### src/rtl/cmes_defs.svh
// Offsets, field positions, reset values and codes of the comparator block
`ifndef CMES_DEFS_SVH
`define CMES_DEFS_SVH

`define CMES_AW            4
// Register word offsets (no offsets printed; chosen locally)
`define CMES_OFF_CTRL      4'h0
`define CMES_OFF_MASKSRC   4'h1
`define CMES_OFF_IRQ_STAT  4'h2
`define CMES_OFF_IRQ_MASK  4'h3

// Control register fields
`define CMES_CTRL_ENABLE   15
`define CMES_CTRL_PIN_OE   14
`define CMES_CTRL_INVERT   13
`define CMES_CTRL_EVENT    9
`define CMES_CTRL_RESULT   8
`define CMES_CTRL_EDGE_HI  7
`define CMES_CTRL_EDGE_LO  6
`define CMES_CTRL_PLUS_SEL 4
`define CMES_CTRL_MINUS_HI 1
`define CMES_CTRL_MINUS_LO 0
// Software-writable bits stored in the control register; event bit 9 is written separately
`define CMES_CTRL_WMASK    16'he0d3
`define CMES_CTRL_RESET    16'h0000

// Mask source register fields
`define CMES_MSK_C_LO      8
`define CMES_MSK_B_LO      4
`define CMES_MSK_A_LO      0
`define CMES_MSK_WMASK     16'h0fff
`define CMES_MSK_RESET     16'h0000

// Interrupt status/mask bits
`define CMES_IRQ_EVENT     0
`define CMES_IRQ_WMASK     16'h0001

// Edge mode codes
`define CMES_EDGE_OFF      2'h0
`define CMES_EDGE_RISE     2'h1
`define CMES_EDGE_FALL     2'h2
`define CMES_EDGE_ANY      2'h3

// Minus input select codes
`define CMES_MINUS_PIN     2'h0
`define CMES_MINUS_AMP1    2'h1
`define CMES_MINUS_AMP2    2'h2
`define CMES_MINUS_AMP3    2'h3

// Mask source codes that leave the PWM range
`define CMES_SRC_TRIG18    4'hc
`define CMES_SRC_TRIG19    4'hd
`define CMES_SRC_FAULT2    4'he
`define CMES_SRC_FAULT4    4'hf

`endif

### src/rtl/cmes_pkg.sv
// Types shared by the comparator event and mask select block
package cmes_pkg;

	typedef struct packed {
		logic [5:0] pwm_high;
		logic [5:0] pwm_low;
		logic       trig_18;
		logic       trig_19;
		logic       fault_two;
		logic       fault_four;
	} cmes_mask_srcs_t;

	typedef struct packed {
		logic [1:0] minus_sel;
		logic       plus_sel;
		logic       amp_on;
	} cmes_analog_ctl_t;

	typedef enum logic [1:0] {
		CMES_DET_OFF   = 2'b00,
		CMES_DET_ARMED = 2'b01,
		CMES_DET_HELD  = 2'b11
	} cmes_det_state_t;

endpackage : cmes_pkg
### src/rtl/cmes_core.sv
// Comparator channel control, event detection and mask source select
`timescale 1ns/1ps

`include "cmes_defs.svh"

module cmes_core #(
	parameter logic [3:0] INPUT_PRESENT = 4'hf
) (
	input  wire logic                      clk_in,
	input  wire logic                      rst_n_in,
	input  wire logic [`CMES_AW-1:0]       addr_in,
	input  wire logic [15:0]               wdata_in,
	input  wire logic                      wr_in,
	input  wire logic                      rd_in,
	output logic      [15:0]               rdata_out,
	input  wire logic                      raw_result_in,
	output cmes_pkg::cmes_analog_ctl_t     analog_ctl_out,
	input  wire cmes_pkg::cmes_mask_srcs_t mask_srcs_in,
	output logic      [2:0]                mask_out,
	output logic                           pin_value_out,
	output logic                           pin_oe_n_out,
	output logic                           trigger_out,
	output logic                           irq_out
);

	////////////////////////////////////////////////////////////////////////
	// Registers

	logic [15:0] ctrl_q;
	logic [15:0] msk_q;
	logic        stat_q;
	logic        irqmask_q;
	logic        event_q;
	logic        adj_q;
	logic        adj_prev_q;
	logic        fire;
	logic        adj_d;
	logic        edge_rise;
	logic        edge_fall;
	logic        minus_ok;
	logic        wr_ctrl;
	cmes_pkg::cmes_det_state_t det_q;

	assign wr_ctrl = wr_in && (addr_in == `CMES_OFF_CTRL);

	always_ff @(posedge clk_in) begin
		if (!rst_n_in) begin
			ctrl_q <= `CMES_CTRL_RESET;
		end else if (wr_ctrl) begin
			ctrl_q <= wdata_in & `CMES_CTRL_WMASK;
		end
	end

	always_ff @(posedge clk_in) begin
		if (!rst_n_in) begin
			msk_q <= `CMES_MSK_RESET;
		end else if (wr_in && (addr_in == `CMES_OFF_MASKSRC)) begin
			msk_q <= wdata_in & `CMES_MSK_WMASK;
		end
	end

	always_ff @(posedge clk_in) begin
		if (!rst_n_in) begin
			irqmask_q <= 1'b0;
		end else if (wr_in && (addr_in == `CMES_OFF_IRQ_MASK)) begin
			irqmask_q <= wdata_in[`CMES_IRQ_EVENT];
		end
	end

	////////////////////////////////////////////////////////////////////////
	// Analog routing; the comparator itself sits outside

	// This channel has no amplifier bit, so the amplifier request stays
	// off and can never gate the comparator
	always_comb begin
		analog_ctl_out.amp_on    = 1'b0;
		analog_ctl_out.plus_sel  = ctrl_q[`CMES_CTRL_PLUS_SEL];
		analog_ctl_out.minus_sel =
			ctrl_q[`CMES_CTRL_MINUS_HI:`CMES_CTRL_MINUS_LO];
	end

	// A selected source that the package lacks is grounded; with the
	// minus side at zero the raw result is forced high here
	assign minus_ok = INPUT_PRESENT[analog_ctl_out.minus_sel];

	////////////////////////////////////////////////////////////////////////
	// Result and event detection

	always_comb begin
		adj_d = (minus_ok ? raw_result_in : 1'b1)
			^ ctrl_q[`CMES_CTRL_INVERT];
		if (!ctrl_q[`CMES_CTRL_ENABLE]) begin
			adj_d = 1'b0;
		end
	end

	always_ff @(posedge clk_in) begin
		if (!rst_n_in) begin
			adj_q      <= 1'b0;
			adj_prev_q <= 1'b0;
		end else begin
			adj_q      <= adj_d;
			adj_prev_q <= adj_q;
		end
	end

	assign edge_rise = adj_q && !adj_prev_q;
	assign edge_fall = !adj_q && adj_prev_q;

	// Edges are only looked for while enabled and not held
	always_comb begin
		fire = 1'b0;
		if (det_q == cmes_pkg::CMES_DET_ARMED) begin
			case (ctrl_q[`CMES_CTRL_EDGE_HI:`CMES_CTRL_EDGE_LO])
				`CMES_EDGE_ANY:  fire = edge_rise || edge_fall;
				`CMES_EDGE_FALL: fire = edge_fall;
				`CMES_EDGE_RISE: fire = edge_rise;
				default:         fire = 1'b0;
			endcase
		end
	end

	// Event bit: hardware set wins over a software write of zero
	always_ff @(posedge clk_in) begin
		if (!rst_n_in) begin
			event_q <= 1'b0;
		end else if (fire) begin
			event_q <= 1'b1;
		end else if (wr_ctrl) begin
			event_q <= wdata_in[`CMES_CTRL_EVENT];
		end
	end

	always_comb begin
		det_q = cmes_pkg::CMES_DET_OFF;
		if (event_q) begin
			det_q = cmes_pkg::CMES_DET_HELD;
		end else if (ctrl_q[`CMES_CTRL_ENABLE]) begin
			det_q = cmes_pkg::CMES_DET_ARMED;
		end
	end

	assign trigger_out = fire;

	////////////////////////////////////////////////////////////////////////
	// Interrupt status, write one to clear, set wins

	always_ff @(posedge clk_in) begin
		if (!rst_n_in) begin
			stat_q <= 1'b0;
		end else if (fire) begin
			stat_q <= 1'b1;
		end else if (wr_in && (addr_in == `CMES_OFF_IRQ_STAT)
				&& wdata_in[`CMES_IRQ_EVENT]) begin
			stat_q <= 1'b0;
		end
	end

	assign irq_out = stat_q && irqmask_q;

	////////////////////////////////////////////////////////////////////////
	// Pin

	always_ff @(posedge clk_in) begin
		if (!rst_n_in) begin
			pin_value_out <= 1'b0;
			pin_oe_n_out  <= 1'b1;
		end else begin
			pin_value_out <= adj_q;
			pin_oe_n_out  <= !(ctrl_q[`CMES_CTRL_PIN_OE]
				&& ctrl_q[`CMES_CTRL_ENABLE]);
		end
	end

	////////////////////////////////////////////////////////////////////////
	// Read port

	always_ff @(posedge clk_in) begin
		if (!rst_n_in) begin
			rdata_out <= 16'h0000;
		end else if (rd_in) begin
			if (addr_in == `CMES_OFF_CTRL) begin
				rdata_out <= ctrl_q;
				rdata_out[`CMES_CTRL_EVENT]  <= event_q;
				rdata_out[`CMES_CTRL_RESULT] <= adj_q;
			end else if (addr_in == `CMES_OFF_MASKSRC) begin
				rdata_out <= msk_q;
			end else if (addr_in == `CMES_OFF_IRQ_STAT) begin
				rdata_out <= {15'h0, stat_q};
			end else if (addr_in == `CMES_OFF_IRQ_MASK) begin
				rdata_out <= {15'h0, irqmask_q};
			end else begin
				rdata_out <= 16'h0000;
			end
		end else begin
			rdata_out <= 16'h0000;
		end
	end

	////////////////////////////////////////////////////////////////////////
	// Blanking mask sources, one selector per mask

	for (genvar g = 0; g < 3; g++) begin : g_mask
		cmes_mask_mux u_mux (
			.clk_in   (clk_in),
			.rst_n_in (rst_n_in),
			.sel_in   (msk_q[4*g +: 4]),
			.srcs_in  (mask_srcs_in),
			.mask_out (mask_out[g])
		);
	end
endmodule : cmes_core

### src/rtl/cmes_mask_mux.sv
// One blanking mask source selector
`timescale 1ns/1ps

`include "cmes_defs.svh"

module cmes_mask_mux (
	input  wire logic                     clk_in,
	input  wire logic                     rst_n_in,
	input  wire logic [3:0]               sel_in,
	input  wire cmes_pkg::cmes_mask_srcs_t srcs_in,
	output logic                          mask_out
);

	logic mask_d;

	// Even codes below 0xc pick the low PWM output, odd codes the high one
	always_comb begin
		if (sel_in == `CMES_SRC_FAULT4) begin
			mask_d = srcs_in.fault_four;
		end else if (sel_in == `CMES_SRC_FAULT2) begin
			mask_d = srcs_in.fault_two;
		end else if (sel_in == `CMES_SRC_TRIG19) begin
			mask_d = srcs_in.trig_19;
		end else if (sel_in == `CMES_SRC_TRIG18) begin
			mask_d = srcs_in.trig_18;
		end else if (sel_in[0]) begin
			mask_d = srcs_in.pwm_high[sel_in[3:1]];
		end else begin
			mask_d = srcs_in.pwm_low[sel_in[3:1]];
		end
	end

	always_ff @(posedge clk_in) begin
		if (!rst_n_in) begin
			mask_out <= 1'b0;
		end else begin
			mask_out <= mask_d;
		end
	end

endmodule : cmes_mask_mux

### config.mk
export PLATFORM = sky130hd
export DESIGN_NAME = cmes_core
export DESIGN_NICKNAME = d
export VERILOG_FILES = /design/src/rtl/cmes_pkg.sv /design/src/rtl/cmes_core.sv /design/src/rtl/cmes_mask_mux.sv
export VERILOG_INCLUDE_DIRS = /design/src /design/src/rtl
export SDC_FILE = /design/constraint.sdc
export NUM_CORES = 1
export LEC_CHECK = 0
export ABC_AREA = 1
export BUFFER_PORTS_ARGS = -buffer_cell sky130_fd_sc_hd__buf_2
export CORE_MARGIN = 2
export CORE_UTILIZATION = 57
export CTS_BUF_LIST = sky130_fd_sc_hd__clkbuf_4 sky130_fd_sc_hd__clkbuf_8
export DETAILED_ROUTE_END_ITERATION = 10
export PLACE_DENSITY = 0.95
export SLEW_MARGIN = 20
export SYNTH_ARGS = -nofsm -noshare
export SYNTH_HDL_FRONTEND = slang
export SYNTH_SLANG_ARGS = --single-unit
### constraint.sdc
create_clock -name clk_in -period 3.2 [get_ports clk_in]
set_input_delay 0.64 -clock clk_in [delete_from_list [all_inputs] [get_ports clk_in]]
set_output_delay 0.64 -clock clk_in [all_outputs]
set_load 0.01 [all_outputs]
==> reports/metrics.cfg <==
[synthesis]
synth_top_cell_by_area=dfxtp_1
ys_types=28
synth_top_area_frac=0.398
synthTopCellsByArea=dfxtp_1, nand3_1, nand2_1
synth_area_per_cell_um2=7.13
syn-instance-count=311
ys_ff_latch=44
synth_warnings=0
ys_seq_area_frac=0.398
synth_area_um2=2220

[critical_path]
critPathKind=reg -> out
slowest_delay_ns=0.37
cp.required_ns=2.56
critPathMaxFanout=3
cp-start-kind=register
cpMaxStageDelayCell=dfxtp_1
reg2reg_slack_ns=1.76
endpoint_kind=output pin
timing.rr.end=g_mask[0].u_mux.mask_out
cp.arrival_ns=1.56
crit_chain=inv_1 > ha_1 > nand2_1 > o211ai_1 > nand2_1 > nand3_1 > inv_1 > buf_2
r2r-start=msk_q[0]
r2r_cells=7

[job]
maxCapViolations=0

[drt]
finalWirelength_mm=5.53
vias=2239
avgRoutedWirePerCell_um=13.5
drc_errors=0
initialDrtViolationCount=193
vias_per_cell=5.49
drtPass1Iterations=5
route.antenna.remaining_nets=0

[worst_hold_path]
hold_path_class=reg -> reg
hold_depth=1
hp-start=ctrl_q[14]
min_to=pin_oe_n_out

[global_routing]
grt_pass1_wl_mm=8.94
grt_max_degree=29
antenna_found_initial=0
grt_util_met3=0.0630
grt.met2_usage=0.426
grt_pass1_vias=1990
grt_use_met1=0.341
overflow=0
gr-max-usage-layer=met2
grtUsageTotal=0.266

[sta]
clock_skew_ns=0.00633
tns_ns=0
drv_slew=0
finalHoldViolations=0
fmax_mhz=454
rsz0062_at_grt=no
period_needed_ns=2.20
fin_crit_sh=0.689
finalSetupViolCount=0

[clock_tree]
cts_tree=built
cts_hold_buf=0
cts_max_level=2
clock_sinks=44
postCtsSetupBuffers=0
cts.path.max_buffers=2
cts-buffers-inserted=5
clk_pin_slew_worst_paths_ns=0.08
root_buffer=clkbuf_8
clkLatencyLatePin_ns=0.30
ctsResizeCount=0

[die]
die_h_um=66.4
die_w_um=66.4
core_um2=3690
io_pins=68
num_rows=22
die_area_um2=4400
start_util=0.601

[pwr]
powerDensity_nw_per_um2=432
power.leakage_nw=1.18
peakVddDrop_mv=0.316

[placed_design]
place_hpwl_mm=4.00
gp_congestion=0.936
io_buffers=64

[finish]
final_cell_mix=buf_2, nand2_1, nand3_1, dfxtp_1, inv_1
n_antenna_cell=0
syn2layout_area_growth_pct=14.5
final_util=0.688
final_common_cell=buf_2
drive_above_1_share=0.233
fin_nets=402
nFillCells=338

[run_status]
status=complete, no violations

-- synth_stat cells, drive strengths merged --
library cell  instances
a211oi                3
a21oi                27
a41oi                 1
buf                  20
clkbuf                4
clkinv                2
conb                  1
dfxtp                44
ha                    2
inv                  45
nand2                55
nand3                45
nand4                 3
nor2                 16
nor3                 11
o211ai                1
o21ai                22
o32ai                 5
o41ai                 3
xnor2                 1
-- layer usage --
layer | vias to the layer above | share of wire
met1 | 1003 | 0.42
met5 | - | 0
met3 | 15 | 0.085
met4 | 0 | 0.028
met2 | 114 | 0.46
li1 | 1107 | -
-- cells by family (layout without fill, tap and decap cells) --
logic type,Yosys count,count (layout),synth area share
other,1,2,0.00169
AOI/OAI and AO/OA,62,62,0.161
and+or+nand+nor,130,130,0.265
xor gates and xnor gates,1,1,0.00395
adders and majority gates,2,2,0.0113
DFF,44,44,0.398
buffers and inverters,71,119,0.159
-- critical path, delay by kind of cell (launching register included) --
family,cells,cell delay [ns]
flops,1,0.37
buf+inv,3,0.26
fa+ha+maj,1,0.28
simple gates,3,0.27
compound gates,1,0.08
-- worst max path at each step --
stage                       start     endpoint  slack [ns]  cells after the start
floorplan           pin_value_out  trigger_out        1.48                      7
global placement       addr_in[3]     msk_q[4]        1.09                      7
detailed placement     addr_in[3]     msk_q[4]        1.00                      7
CTS                 pin_value_out  trigger_out        0.99                      8
global route        pin_value_out  trigger_out        0.89                      8
finish              pin_value_out  trigger_out         1.0                      8
-- cell type report --
| cell class | count | area [um2] | share of cell area |
|---|---|---|---|
| timing repair buffer | 64 | 320 | 0.126 |
| inverter | 47 | 178 | 0.0700 |
| tap | 48 | 60.1 | 0.0237 |
| multi-input combinational | 197 | 987 | 0.389 |
| clock inverter | 3 | 42.5 | 0.0168 |
| sequential | 44 | 881 | 0.347 |
| clock buffer | 5 | 68.8 | 0.0271 |
-- state kept, by name, indices dropped and copies added, names as in the netlist --
signal / cells
adj_q: 1
ctrl_q: 8
event_q: 1
g_mask.u_mux.mask_out: 3
irqmask_q: 1
msk_q: 12
pin_oe_n_out: 1
pin_value_out: 1
rdata_out: 15
stat_q: 1
-- through the flow --
| stage | hold slack, ns | area [um2] | setup WS [ns] | instances | power, W |
|---|---|---|---|---|---|
| 5_1_grt | 0.436 | 2540 | 0.892 | 408 | 0.00114 |
| 4_1_cts | 0.406 | 2540 | 0.991 | 408 | 0.00110 |
| 2_1_floorplan | 0.368 | 2220 | 1.48 | 312 | 0.000645 |
| 6_report | 0.404 | 2540 | 0.996 | 408 | 0.00110 |
| 3_3_place_gp | 0.373 | 2430 | 1.09 | 400 | 0.000679 |
| 3_5_place_dp | 0.389 | 2430 | 1.00 | 400 | 0.000682 |
-- report_power, final --
part	internal, W	leakage, nW	switching [W]
Clock	0.000231	0.0541	0.000191
Combinational	0.0000413	0.765	0.0000675
Sequential	0.000556	0.356	0.00000767
Note: power is estimated with default switching activity, not from simulation.
